## src/rtl/isw_pkg.sv

```systemverilog
// package: shared constants and types of the interrupt and sleep/wake-up controller
package isw_pkg;
   // ==========================================================================
   // register map (byte addresses, one 32-bit word each)
   localparam logic [7:0] ADDR_IRQ_EN = 8'h00;
   localparam logic [7:0] ADDR_IRQ_REQ = 8'h04;
   localparam logic [7:0] ADDR_EDGE_SEL = 8'h08;
   localparam logic [7:0] ADDR_STACK_PTR = 8'h0C;
   localparam logic [7:0] ADDR_MISC = 8'h10;
   localparam logic [7:0] ADDR_COMP_CTRL = 8'h14;
   localparam logic [7:0] ADDR_COMP_SEL = 8'h18;
   localparam logic [7:0] ADDR_PIN_WAKE = 8'h1C;
   localparam logic [7:0] ADDR_STATUS = 8'h20;
   // ==========================================================================
   // sizes, field positions and reset values
   localparam int NUM_SRC = 7;
   localparam int NUM_PINS = 8;
   localparam int MISC_FAST_WAKE_BIT = 5;
   localparam int COMP_EN_BIT = 7;
   localparam int COMP_WAKE_BIT = 6;
   localparam int PIN_INPUT_LSB = 8;
   localparam logic [7:0] RST_BYTE = 8'h00;
   localparam logic [6:0] RST_IRQ = 7'h00;
   localparam logic [13:0] RST_EDGE = 14'h0000;
   localparam logic [15:0] RST_PINS = 16'h0000;
   // ==========================================================================
   // vector, stack step and edge codes
   localparam logic [15:0] VECTOR_ADDR = 16'h0010;
   localparam logic [7:0] SP_STEP = 8'h02;
   localparam logic [1:0] EDGE_RISE = 2'h0;
   localparam logic [1:0] EDGE_FALL = 2'h1;
   // ==========================================================================
   // wake-up times in slow rc clock periods
   localparam logic [11:0] WAKE_NORMAL_TICKS = 12'hBB8;
   localparam logic [11:0] WAKE_FAST_TICKS = 12'h02D;
   // ==========================================================================
   // core instruction codes presented with each instruction boundary
   typedef enum logic [2:0] {
      CMD_NONE = 3'h0,
      CMD_ENGINT = 3'h1,
      CMD_DISGINT = 3'h2,
      CMD_RETI = 3'h3,
      CMD_PUSHAF = 3'h4,
      CMD_POPAF = 3'h5,
      CMD_LIGHT_SLEEP = 3'h6,
      CMD_DEEP_SLEEP = 3'h7
   } isw_cmd_e;
   // power state, one-hot
   typedef enum logic [3:0] {
      ST_RUN = 4'h1,
      ST_LIGHT = 4'h2,
      ST_DEEP = 4'h4,
      ST_WAKE = 4'h8
   } isw_state_e;
endpackage : isw_pkg

```

## src/rtl/isw_edge.sv

```systemverilog
// module: per-source edge detector with selectable rising, falling or both edges
`timescale 1ns/100ps
module isw_edge #(
   parameter int N = 7
) (
   input wire logic core_clk, // system clock
   input wire logic rst_n, // asynchronous reset, active low
   input wire logic [N-1:0] level, // source levels
   input wire logic [2*N-1:0] sel, // two select bits per source
   output logic [N-1:0] hit // one-cycle event per source
);
   logic [N-1:0] prev;

   // ==========================================================================
   // previous level, reset low so a high source at reset counts as a rise
   always_ff @(posedge core_clk or negedge rst_n) begin
      if (!rst_n) begin
         prev <= '0;
      end else begin
         prev <= level;
      end
   end

   // edge choice per source; codes 2 and 3 both mean either edge
   for (genvar i = 0; i < N; i++) begin : g_src
      always_comb begin
         case (sel[2*i +: 2])
            isw_pkg::EDGE_RISE: hit[i] = level[i] & ~prev[i];
            isw_pkg::EDGE_FALL: hit[i] = ~level[i] & prev[i];
            default: hit[i] = level[i] ^ prev[i];
         endcase
      end
   end
endmodule : isw_edge

```

## src/rtl/isw_ctrl.sv

```systemverilog
// module: interrupt controller and light/deep sleep wake-up control with apb registers
// Function
// seven request sources, each with enable
// hardware sets flags; software write clears
// edge select: rising, falling or both
// global enable gates all enabled sources
// software keeps stack pointer bit 0 clear
// push/pop accumulator and flags via stack
// take: stack pc, sp+2, disable, vector
// flags set even when source disabled
// return: pop pc, sp-2, re-enable, resume
// request flags readable by software
// software reserves two stack bytes per level
// light sleep gates system clock only
// timers stop on system or dead clock
// timer match wakes light sleep
// comparator wakes when both enables set
// pin toggle wakes if input enabled
// slow rc stays on except in deep sleep; restart from it
// deep sleep: oscillators off, pins wake
// timer wake ignored in deep sleep
// program memory off; resume after sleep
// normal wake takes 3000 slow clocks
// fast wake takes 45; misc bit 5
// fast boot forces fast wake
// take only at boundary with global enable
// one vector; flags stay for software
`timescale 1ns/100ps
module isw_ctrl #(
   parameter int NSRC = isw_pkg::NUM_SRC,
   parameter int NPIN = isw_pkg::NUM_PINS
) (
   input wire logic core_clk, // system clock, 125 MHz
   input wire logic rst_n, // asynchronous reset, active low
   input wire logic psel, // apb select
   input wire logic penable, // apb access phase
   input wire logic pwrite, // apb direction, high for write
   input wire logic [7:0] paddr, // apb byte address
   input wire logic [31:0] pwdata, // apb write data
   output logic pready, // apb ready
   output logic [31:0] prdata, // apb read data
   output logic pslverr, // apb error on unmapped address
   input wire logic [NSRC-1:0] src_level, // request source levels
   input wire logic core_step, // instruction boundary pulse
   input wire logic [2:0] core_cmd, // instruction finishing at the boundary
   input wire logic [15:0] core_pc, // address of the next instruction
   input wire logic [7:0] accumulator, // current accumulator
   input wire logic [7:0] status_flags, // current status flags
   input wire logic [15:0] stk_rdata, // stack read data, one cycle after read
   output logic [7:0] stk_addr, // stack address
   output logic [15:0] stk_wdata, // stack write data
   output logic stk_we, // stack write pulse
   output logic stk_re, // stack read pulse
   output logic pc_load, // load pc_value into the program counter
   output logic [15:0] pc_value, // new program counter
   output logic irq_taken, // pulse with the vector load
   output logic af_load, // load accumulator and flags
   output logic [7:0] acc_out, // restored accumulator
   output logic [7:0] flag_out, // restored status flags
   input wire logic [NPIN-1:0] pin_level, // wake pin levels
   input wire logic [2:0] timer_match, // timers reached set value
   input wire logic [2:0] timer_on_sys, // timer clocked from system clock
   input wire logic [2:0] timer_osc_off, // timer oscillator disabled
   input wire logic comparator_event, // comparator output event
   input wire logic slow_tick, // one pulse per slow rc period
   input wire logic fast_rc_cfg, // fast rc enabled by software
   input wire logic crystal_cfg, // crystal enabled by software
   input wire logic fast_boot, // fast boot-up option strap
   output logic sys_clk_en, // system clock gate enable
   output logic fast_rc_osc_en, // fast rc oscillator enable
   output logic crystal_osc_en, // crystal oscillator enable
   output logic slow_rc_osc_en, // slow rc oscillator enable
   output logic program_memory_on, // program memory power
   output logic core_halt, // core stops executing
   output logic clk_from_slow, // system clock restarts from slow rc
   output logic [2:0] timer_run // timer count enables
);
   // ==========================================================================
   // declarations
   logic [NSRC-1:0] irq_en, irq_flags, src_hit;
   logic [2*NSRC-1:0] edge_sel;
   logic [7:0] stack_pointer, misc, comparator_control, comparator_select;
   logic [NPIN-1:0] pin_dier, pin_input, pin_prev;
   logic gie, pop_pc, pop_af, fast_boot_q, boot_seen, wake_fast;
   logic [11:0] wake_cnt;
   logic acc_ph, done, wr_do;
   logic [31:0] rdata_c;
   logic map_hit;
   logic take, pending, pin_toggle;
   logic wake_light, wake_deep;
   isw_pkg::isw_state_e state, next_state;
   isw_pkg::isw_cmd_e cmd;

   // decode used by the write path and the checks
   function automatic logic is_reg(input logic [7:0] a, input logic [7:0] off);
      return a == off;
   endfunction : is_reg

   assign cmd = isw_pkg::isw_cmd_e'(core_cmd);

   // ==========================================================================
   // apb slave: one wait state, write commits at the edge that sees pready
   assign acc_ph = psel & penable & ~pready;
   assign done = psel & penable & pready;
   assign wr_do = done & pwrite;

   always_comb begin
      rdata_c = 32'h0000_0000;
      map_hit = 1'b1;
      case (paddr)
         isw_pkg::ADDR_IRQ_EN: rdata_c[NSRC-1:0] = irq_en;
         isw_pkg::ADDR_IRQ_REQ: rdata_c[NSRC-1:0] = irq_flags;
         isw_pkg::ADDR_EDGE_SEL: rdata_c[2*NSRC-1:0] = edge_sel;
         isw_pkg::ADDR_STACK_PTR: rdata_c[7:0] = stack_pointer;
         isw_pkg::ADDR_MISC: rdata_c[7:0] = misc;
         isw_pkg::ADDR_COMP_CTRL: rdata_c[7:0] = comparator_control;
         isw_pkg::ADDR_COMP_SEL: rdata_c[7:0] = comparator_select;
         isw_pkg::ADDR_PIN_WAKE: rdata_c[2*NPIN-1:0] = {pin_input, pin_dier};
         isw_pkg::ADDR_STATUS: rdata_c[6:0] = {state, gie, clk_from_slow, fast_boot_q};
         default: map_hit = 1'b0;
      endcase
   end

   // answer registers; read data is captured in the cycle before pready rises
   always_ff @(posedge core_clk or negedge rst_n) begin
      if (!rst_n) begin
         pready <= 1'b0;
         prdata <= 32'h0000_0000;
         pslverr <= 1'b0;
      end else begin
         pready <= acc_ph;
         prdata <= (acc_ph & ~pwrite) ? rdata_c : 32'h0000_0000;
         pslverr <= acc_ph & ~map_hit;
      end
   end

   // software configuration; unmapped writes are dropped
   always_ff @(posedge core_clk or negedge rst_n) begin
      if (!rst_n) begin
         irq_en <= isw_pkg::RST_IRQ;
         edge_sel <= isw_pkg::RST_EDGE;
         misc <= isw_pkg::RST_BYTE;
         comparator_control <= isw_pkg::RST_BYTE;
         comparator_select <= isw_pkg::RST_BYTE;
         {pin_input, pin_dier} <= isw_pkg::RST_PINS;
      end else if (wr_do) begin
         if (is_reg(paddr, isw_pkg::ADDR_IRQ_EN)) irq_en <= pwdata[NSRC-1:0];
         if (is_reg(paddr, isw_pkg::ADDR_EDGE_SEL)) edge_sel <= pwdata[2*NSRC-1:0];
         if (is_reg(paddr, isw_pkg::ADDR_MISC)) misc <= pwdata[7:0];
         if (is_reg(paddr, isw_pkg::ADDR_COMP_CTRL)) comparator_control <= pwdata[7:0];
         if (is_reg(paddr, isw_pkg::ADDR_COMP_SEL)) comparator_select <= pwdata[7:0];
         if (is_reg(paddr, isw_pkg::ADDR_PIN_WAKE)) begin
            {pin_input, pin_dier} <= pwdata[2*NPIN-1:0];
         end
      end
   end

   // ==========================================================================
   // request flags
   isw_edge #(.N(NSRC)) u_edge (
      .core_clk(core_clk),
      .rst_n(rst_n),
      .level(src_level),
      .sel(edge_sel),
      .hit(src_hit)
   );

   // a write clears the bits written as zero; a same-cycle event wins the clear
   always_ff @(posedge core_clk or negedge rst_n) begin
      if (!rst_n) begin
         irq_flags <= isw_pkg::RST_IRQ;
      end else if (wr_do && is_reg(paddr, isw_pkg::ADDR_IRQ_REQ)) begin
         irq_flags <= (irq_flags & pwdata[NSRC-1:0]) | src_hit;
      end else begin
         irq_flags <= irq_flags | src_hit;
      end
   end

   // ==========================================================================
   // interrupt entry, return and accumulator save/restore
   assign pending = |(irq_flags & irq_en);
   // an instruction that itself acts on the stack or enable is finished first
   assign take = core_step & (cmd == isw_pkg::CMD_NONE) & gie & pending
      & (state == isw_pkg::ST_RUN);

   // global enable
   always_ff @(posedge core_clk or negedge rst_n) begin
      if (!rst_n) begin
         gie <= 1'b0;
      end else if (take) begin
         gie <= 1'b0;
      end else if (core_step) begin
         case (cmd)
            isw_pkg::CMD_ENGINT: gie <= 1'b1;
            isw_pkg::CMD_DISGINT: gie <= 1'b0;
            isw_pkg::CMD_RETI: gie <= 1'b1;
            default: gie <= gie;
         endcase
      end
   end

   // stack traffic; pops wait one cycle for the stack read data
   always_ff @(posedge core_clk or negedge rst_n) begin
      if (!rst_n) begin
         stack_pointer <= isw_pkg::RST_BYTE;
         stk_addr <= isw_pkg::RST_BYTE;
         stk_wdata <= 16'h0000;
         stk_we <= 1'b0;
         stk_re <= 1'b0;
         pc_load <= 1'b0;
         pc_value <= 16'h0000;
         irq_taken <= 1'b0;
         af_load <= 1'b0;
         acc_out <= isw_pkg::RST_BYTE;
         flag_out <= isw_pkg::RST_BYTE;
         pop_pc <= 1'b0;
         pop_af <= 1'b0;
      end else begin
         stk_we <= 1'b0;
         stk_re <= 1'b0;
         pc_load <= 1'b0;
         irq_taken <= 1'b0;
         af_load <= 1'b0;
         pop_pc <= 1'b0;
         pop_af <= 1'b0;
         if (take) begin
            stk_addr <= stack_pointer;
            stk_wdata <= core_pc;
            stk_we <= 1'b1;
            stack_pointer <= stack_pointer + isw_pkg::SP_STEP;
            pc_value <= isw_pkg::VECTOR_ADDR;
            pc_load <= 1'b1;
            irq_taken <= 1'b1;
         end else if (core_step && cmd == isw_pkg::CMD_PUSHAF) begin
            stk_addr <= stack_pointer;
            stk_wdata <= {status_flags, accumulator};
            stk_we <= 1'b1;
            stack_pointer <= stack_pointer + isw_pkg::SP_STEP;
         end else if (core_step && (cmd == isw_pkg::CMD_RETI || cmd == isw_pkg::CMD_POPAF)) begin
            stk_addr <= stack_pointer - isw_pkg::SP_STEP;
            stk_re <= 1'b1;
            stack_pointer <= stack_pointer - isw_pkg::SP_STEP;
            pop_pc <= (cmd == isw_pkg::CMD_RETI);
            pop_af <= (cmd == isw_pkg::CMD_POPAF);
         end else if (wr_do && is_reg(paddr, isw_pkg::ADDR_STACK_PTR)) begin
            stack_pointer <= pwdata[7:0]; // bit 0 is left as software wrote it
         end
         if (pop_pc) begin
            pc_value <= stk_rdata; // resume at the interrupted instruction
            pc_load <= 1'b1;
         end
         if (pop_af) begin
            {flag_out, acc_out} <= stk_rdata;
            af_load <= 1'b1;
         end
      end
   end

   // ==========================================================================
   // wake sources
   always_ff @(posedge core_clk or negedge rst_n) begin
      if (!rst_n) begin
         pin_prev <= '0;
      end else begin
         pin_prev <= pin_level;
      end
   end

   assign pin_toggle = |((pin_level ^ pin_prev) & pin_dier);
   // light sleep also asks for digital input direction on the toggling pin
   assign wake_light = |((pin_level ^ pin_prev) & pin_dier & pin_input)
      | |(timer_match & ~timer_on_sys & ~timer_osc_off)
      | (comparator_event & comparator_control[isw_pkg::COMP_EN_BIT]
         & comparator_select[isw_pkg::COMP_WAKE_BIT]);
   assign wake_deep = pin_toggle; // timers never reach here

   // fast boot strap caught once after reset release
   always_ff @(posedge core_clk or negedge rst_n) begin
      if (!rst_n) begin
         fast_boot_q <= 1'b0;
         boot_seen <= 1'b0;
      end else if (!boot_seen) begin
         fast_boot_q <= fast_boot;
         boot_seen <= 1'b1;
      end
   end

   // ==========================================================================
   // power state machine
   always_comb begin
      next_state = state;
      case (state)
         isw_pkg::ST_RUN: begin
            if (core_step && cmd == isw_pkg::CMD_LIGHT_SLEEP) next_state = isw_pkg::ST_LIGHT;
            if (core_step && cmd == isw_pkg::CMD_DEEP_SLEEP) next_state = isw_pkg::ST_DEEP;
         end
         isw_pkg::ST_LIGHT: if (wake_light) next_state = isw_pkg::ST_WAKE;
         isw_pkg::ST_DEEP: if (wake_deep) next_state = isw_pkg::ST_WAKE;
         isw_pkg::ST_WAKE: begin
            if (slow_tick && wake_cnt + 12'h001 >= (wake_fast ? isw_pkg::WAKE_FAST_TICKS
                  : isw_pkg::WAKE_NORMAL_TICKS)) next_state = isw_pkg::ST_RUN;
         end
         default: next_state = isw_pkg::ST_RUN;
      endcase
   end

   // state, wake timer and restart clock choice
   always_ff @(posedge core_clk or negedge rst_n) begin
      if (!rst_n) begin
         state <= isw_pkg::ST_RUN;
         wake_cnt <= 12'h000;
         wake_fast <= 1'b0;
         clk_from_slow <= 1'b0;
      end else begin
         // software switches the clock back by any write to the misc register;
         // the clear comes first so a wake entry in the same cycle keeps the flag set
         if (wr_do && is_reg(paddr, isw_pkg::ADDR_MISC)) clk_from_slow <= 1'b0;
         state <= next_state;
         if (state != isw_pkg::ST_WAKE && next_state == isw_pkg::ST_WAKE) begin
            wake_cnt <= 12'h000;
            wake_fast <= fast_boot_q | misc[isw_pkg::MISC_FAST_WAKE_BIT];
            clk_from_slow <= 1'b1;
         end else if (state == isw_pkg::ST_WAKE && slow_tick) begin
            wake_cnt <= wake_cnt + 12'h001;
         end
      end
   end

   // clock, oscillator and power outputs follow the next state, so they are registered
   always_ff @(posedge core_clk or negedge rst_n) begin
      if (!rst_n) begin
         sys_clk_en <= 1'b1;
         fast_rc_osc_en <= 1'b0;
         crystal_osc_en <= 1'b0;
         slow_rc_osc_en <= 1'b1;
         program_memory_on <= 1'b1;
         core_halt <= 1'b0;
         timer_run <= 3'h0;
      end else begin
         sys_clk_en <= (next_state == isw_pkg::ST_RUN);
         fast_rc_osc_en <= fast_rc_cfg & (next_state != isw_pkg::ST_DEEP);
         crystal_osc_en <= crystal_cfg & (next_state != isw_pkg::ST_DEEP);
         slow_rc_osc_en <= (next_state != isw_pkg::ST_DEEP);
         program_memory_on <= (next_state == isw_pkg::ST_RUN)
            | (next_state == isw_pkg::ST_WAKE);
         core_halt <= (next_state != isw_pkg::ST_RUN); // core resumes after the sleep
         for (int t = 0; t < 3; t++) begin
            timer_run[t] <= (next_state == isw_pkg::ST_RUN) | (next_state == isw_pkg::ST_WAKE)
               | ((next_state == isw_pkg::ST_LIGHT)
               & ~timer_on_sys[t] & ~timer_osc_off[t]);
         end
      end
   end
endmodule : isw_ctrl

```

## config.mk

```make
export PLATFORM = sky130hd
export DESIGN_NAME = isw_ctrl
export DESIGN_NICKNAME = d
export VERILOG_FILES = /design/src/rtl/isw_pkg.sv /design/src/rtl/isw_edge.sv /design/src/rtl/isw_ctrl.sv
export SDC_FILE = /design/constraint.sdc
export NUM_CORES = 1
export LEC_CHECK = 0
export BUFFER_PORTS_ARGS = -buffer_cell sky130_fd_sc_hd__buf_2
export CORE_MARGIN = 5
export CORE_UTILIZATION = 30
export DETAILED_ROUTE_END_ITERATION = 16
export PLACE_DENSITY = 0.59
export SYNTH_ARGS = -nofsm -noshare
export SYNTH_HDL_FRONTEND = slang
export SYNTH_HIERARCHICAL = 1
export SYNTH_SLANG_ARGS = --single-unit
export TNS_END_PERCENT = 30
```

## constraint.sdc

```tcl
create_clock -name core_clk -period 6.9 [get_ports core_clk]
set_input_delay 0.345 -clock core_clk [delete_from_list [all_inputs] [get_ports core_clk]]
set_output_delay 0.345 -clock core_clk [all_outputs]
set_load 0.01 [all_outputs]
```

## Word-level counts from Yosys, hierarchy flattened

Cells that the tools add are included.

- Bits in registers: 202
- Bits in latches: 0
- Memory bits (writable): 0
- Bits in read-only memories: 0
- Bits of input ports: 126
- Output and inout bits: 105
- Word-level logic and storage cells: 252
- Memories kept: 0

- Add/subtract/negate cells: 3
- $mul: 0
- Div/mod/pow operators: 0
- Magnitude comparators: 1
- Eq/ne operators: 32
- Shift-type cells: 0
- Muxes and demuxes: 53
- Bitwise gates (word level): 82
- Reductions and logical operators: 41

Operator list:

| cell | number |
|---|---|
| 16-bit 2-to-1 mux | 5 |
| 7-bit case mux with 9 select lines | 1 |
| 8-bit 2-to-1 mux | 7 |
| 12-bit 2-to-1 mux | 3 |
| 1-bit AND | 34 |
| 8-bit by 5-bit == test with 1-bit output (second input constant) | 4 |
| 1-bit NOT | 23 |
| 4-bit 2-to-1 mux | 5 |
| 1-bit 2-to-1 mux | 19 |
| 8-bit AND | 2 |
| 8-bit by 4-bit == test with 1-bit output (second input constant) | 2 |
| 1-bit case mux with 2 select lines | 8 |
| 4-bit case mux with 4 select lines | 1 |
| 8-bit OR reduction | 2 |
| 7-bit AND | 2 |
| 2-bit by 1-bit == test with 1-bit output (second input constant) | 7 |
| 2-bit logical NOT | 7 |
| 7-bit OR | 2 |
| 2-bit AND reduction | 7 |
| 12-bit by 1-bit adder with 12-bit output (second input constant) | 1 |
| 3-bit == test (second input constant) | 4 |
| 12-bit greater-or-equal comparator | 1 |
| 6-bit case mux with 2 select lines | 1 |
| 1-bit logical AND | 10 |
| other kinds (31) | 54 |

## Logic depth before layout (Yosys ltp)

- Depth in word-level cells: 12
- Mapped depth: 12
- Gate-level depth less buffers: 11

## By module

Netlist, hierarchy kept.

By module, submodules not included:

| module | times used | cells each | area each (µm²) | sequential area each (µm²) |
|---|---|---|---|---|
| isw_ctrl | 1 | 835 | 9054.9 | 4884.7 |
| isw_edge | 1 | 49 | 543.0 | 175.2 |

## Worst setup path before layout

Ideal clock, no wire load.

- Path kind: reg-to-reg
- Start point: reg wake_cnt[2]
- End point: reg core_halt
- Library setup time: 133 ps
- Data arrival time: 2300 ps
- Data required time: 6767 ps
- Setup slack: 4468 ps
- Stages on the path, launching flop included: 12
- Buffers on the path: 1
- Clock period less this slack: 2432 ps
- Path through: dfrtp_1 > clkbuf_1 > nand3_1 > nor2_1 > nand2_1 > xnor2_1 > ha_1 > nand2b_1 > o311ai_0 > o211ai_1 > o21ai_0 > a21oi_1

- Word-level cells in the longest chain between the ends: 6

Ends and longest elaborated chain:

| what | line | RTL |
|---|---|---|
| from (decl) | isw_ctrl.sv:85 | `logic [11:0] wake_cnt;` |
| from (signal assigned) | isw_ctrl.sv:324 | `wake_cnt <= wake_cnt + 12'h001;` |
| 12-bit by 1-bit adder with 12-bit output | isw_ctrl.sv:300 | `if (slow_tick && wake_cnt + 12'h001 >= (wake_fast ? isw_pkg::WAKE_FAST_TICKS` |
| 12-bit greater-or-equal comparator | isw_ctrl.sv:300 |  |
| 1-bit logical AND | isw_ctrl.sv:300 |  |
| 4-bit 2-to-1 mux | isw_ctrl.sv:300 |  |
| 4-bit case mux with 4 select lines | isw_ctrl.sv:292 | `case (state)` |
| 4-bit by 1-bit inequality test with 1-bit output | isw_ctrl.sv:346 | `core_halt <= (next_state != isw_pkg::ST_RUN);` |
| to (signal assigned) | isw_ctrl.sv:346 |  |
| to (decl) | isw_ctrl.sv:74 | `output logic core_halt,` |

No other way between the ends.
A chain may end at the register's enable or synchronous reset.

## Worst setup path after layout

- Start point: reg irq_flags[0]
- End point: reg stk_wdata[7]

- Word-level cells in the longest chain between the ends: 5
- Elaborated cells between the ends (all ways): 6
- Classes of those cells: mux: 1; bitwise: 3; reduce/logical: 2

Ends and longest elaborated chain:

| what | line | RTL |
|---|---|---|
| from (decl) | isw_ctrl.sv:80 | `logic [NSRC-1:0] irq_en, irq_flags, src_hit;` |
| from (signal assigned) | isw_ctrl.sv:171 | `irq_flags <= isw_pkg::RST_IRQ;` |
| from (signal assigned) | isw_ctrl.sv:173 | `irq_flags <= (irq_flags & pwdata[NSRC-1:0]) \| src_hit;` |
| from (signal assigned) | isw_ctrl.sv:175 | `irq_flags <= irq_flags \| src_hit;` |
| 7-bit AND (*) | isw_ctrl.sv:181 | `assign pending = \|(irq_flags & irq_en);` |
| 7-bit OR reduction (*) | isw_ctrl.sv:181 |  |
| 1-bit AND (*) | isw_ctrl.sv:183 | `assign take = core_step & (cmd == isw_pkg::CMD_NONE) & gie & pending` |
| 1-bit AND (*) | isw_ctrl.sv:184 | `& (state == isw_pkg::ST_RUN);` |
| 16-bit 2-to-1 mux / 2-bit nonzero test (equally long branches) | - |  |
| to (signal assigned) | isw_ctrl.sv:228 | `stk_wdata <= core_pc;` |
| to (signal assigned) | isw_ctrl.sv:236 | `stk_wdata <= {status_flags, accumulator};` |
| to (decl) | isw_ctrl.sv:51 | `output logic [15:0] stk_wdata,` |

Mark *: on every way between the ends. The rest lies on a longest branch, timed or not.

==> out/qor.txt <==
per-instance average area after synthesis - 10.9 sq um
overall power - 3.05 mW
worst path required time - 7280 ps
DRC viols - 0
Post-Syn Instances - 884
routed length on met3 - 1560 um
status - completed
Synth Register Bits - 202
top-area cell type share of the netlist area - 51.6%
post-synth cell types - 62
count of standard-cell rows - 65
Initial Utilization - 30.4%
Peak Freq - 0.331 GHz
grt ovf - 0
EDFF count, synth - 0
maximum clock insertion buffer count - 3
worst slew pin tran - 1130 ps
total setup buffers inserted after CTS - 0
most used standard cell by instance count after synthesis - dfrtp_1
peak supply drop - 146 uV
power per cell area - 257 mW/mm^2
RSZ-0062 raised after global routing - no
Total Die Area - 0.0357 sq mm
Die Y-Extent - 189 um
top-level port count - 231
clock edge transition at the registers on the reported setup and hold paths - 50 ps
class of the tightest hold or removal check - input pin to flop
share of the cycle needed by the critical path after routing - 43.7%
Arr. time, crit path - 3400 ps
post-cts gate resize count - 0
nets - 1235
routed length per placed instance - 17.8 um
minimum setup slack in the final design - 3880 ps
layout cells sized above 1 - 30.5%
startpoint-to-endpoint class of the critical path - flop to flop
count of endpoints failing hold in the final timing report - 0
ranking of synthesized cells by area - dfrtp_1 52%, mux2_2 9.4%, nand2_1 4.1%
starting DRC count in detailed routing - 370
maximum number of pins on one net before global-route repair - 73
clock tree root buffer cell - clkbuf_16
Met1 Wirelength - 12000 um
synthesis warning total - 6
half-perimeter wire length after placement - 19900 um
number of max-cap violations - 0
top sig layer - met5
area inside the core boundary - 0.0316 sq mm
proportion of synthesized chip area in sequential cells - 52.7%
number of global-route vias before repair - 7462
minimum hold slack - 53.6 ps
Total Negative Setup Slacks - 0 ps
number of port buffers - 198
final wirelength - 26800 um
vias - 7438
library cell occupying the most area in the post-synthesis netlist - dfrtp_1
horizontal extent of the die - 189 um
clock latency at the later pin of the worst-skew pair - 520 ps
clock buffer count from CTS - 24
leading post-synthesis cells by instance count - 198 x dfrtp_1, 105 x nand2_1, 80 x mux2_2, 48 x nor2_1, 46 x o21ai_0
async set-or-reset flop fraction in the synthesized netlist - 100%
post-layout minimum cycle time - 3020 ps
total setup violations reported at the end of the flow - 0
Max Clock Skew - 16.7 ps
post-route ant nets - 0
Post-synth top flop - dfrtp_1
initial antenna violation count - 1
Place WS - 3760 ps
element type at the critical path end - flop
total routing usage reported by global routing - 14.7%
maximum fanout along the worst path - 19
total count of max-transition violations in the final report - 0
Lkg Pwr - 5.66 nW
Register-to-Register Path Depth - 6
hold-critical path depth - 3
final weighted congestion in routability-driven placement - 0.851
post-synthesis to final-layout area growth - 23.4%
total iterations of the first detailed-routing run - 5
TritonCTS clock tree - done
routed wire length on met2 - 12700 um
# fillers - 3176
detail-routed via count per cell - 4.95
startpoint types - flop
global-route wire length before repair - 42800 um
# diodes - 0
# clock sinks - 202
post-synthesis instance area - 0.00960 sq mm
total number of H-tree levels - 1
# hold bufs at CTS - 16
normalized max-slew margin - 24.1%
[layout by cell type, fill, tap and decap left out, drive strengths merged, types with 21 or more instances in the layout]
cell and instances:
buf 201, dfrtp 198, nand2 107, mux2 80
nor2 51, o21ai 48, a22oi 45, clkbuf 35
mux2i 28, inv 26, nand3 24, ha 24
a21oi 21
[path summary, 6_finish.rpt]
| path | end | slack, ps | startpoint |
|---|---|---|---|
| setup / recovery | stk_wdata[7] | 3880 | irq_flags[0] |
| hold / removal | stk_wdata[15] | 50 | status_flags[7] |
| setup reg to reg | stk_wdata[7] | 3880 | irq_flags[0] |
| hold reg to reg | stk_wdata[11] | 470 | stk_wdata[11] |
| max in group asynchronous | pop_pc | 5250 | rst_n |
| min in group asynchronous | stk_we | 360 | rst_n |
[metal layers]
metal  vias up  GRT usage [%]
met5         -              0
met3        43           2.91
met1      3668           20.2
met2       194           24.3
li1       3531              -
met4         2           3.08
[power by group]
group,leakage [nW],switching [mW],internal (mW)
registers,2.59,0.0826,1.28
clock network,0.395,0.490,0.776
logic,2.67,0.233,0.179
total,5.66,0.805,2.24
[worst max-delay path: stages (launching register included)]
cell and delay, ps:
dfrtp_1 410, a222oi_1 430, nand3_1 260, nand2_1 600, clkinv_1 680, a22oi_1 400
nand2_1 90
[sequential cells by signal, summed over array words and instances, names as in the netlist, 8 cells and up]
signal              flops
pin_input               8
wake_cnt               12
edge_sel               14
prdata                 16
flag_out                8
comparator_select       8
misc                    8
pin_dier                8
pc_value               16
comparator_control      8
stack_pointer           8
pin_prev                8
acc_out                 8
stk_addr                8
stk_wdata              16
[cell type report]
cell class	instances	area (sq um)	area share, %
Clock inverter	8	104	0.877
Tap cell	402	503	4.25
Sequential cell	202	5060	42.7
Inverter	28	105	0.888
Multi-Input combinational cell	611	4180	35.3
Timing Repair Buffer	218	1190	10.0
Clock buffer	34	698	5.90
[logic make-up after synthesis]
group / count (synthesis) / share of synthesized area, %
other: 2 / 0.0782
DFF: 202 / 52.7
muxes: 108 / 12.3
AOI/OAI and AO/OA: 166 / 11.4
and+or+nand+nor: 267 / 13.4
xor gates and xnor gates: 29 / 2.65
buffers and inverters: 86 / 4.34
adders and majority gates: 24 / 3.13
[per-stage QoR]
stage                     utilization (%)  std cells  area (sq um)
after floorplan                         -        899          9650
after global placement               34.5       1445         10900
after detailed placement             34.5       1445         10900
after CTS                            37.5       1503         11800
after global routing                 37.5       1503         11800
final                                37.5       1503         11800
No activity file was read; power rests on OpenSTA's default activity.
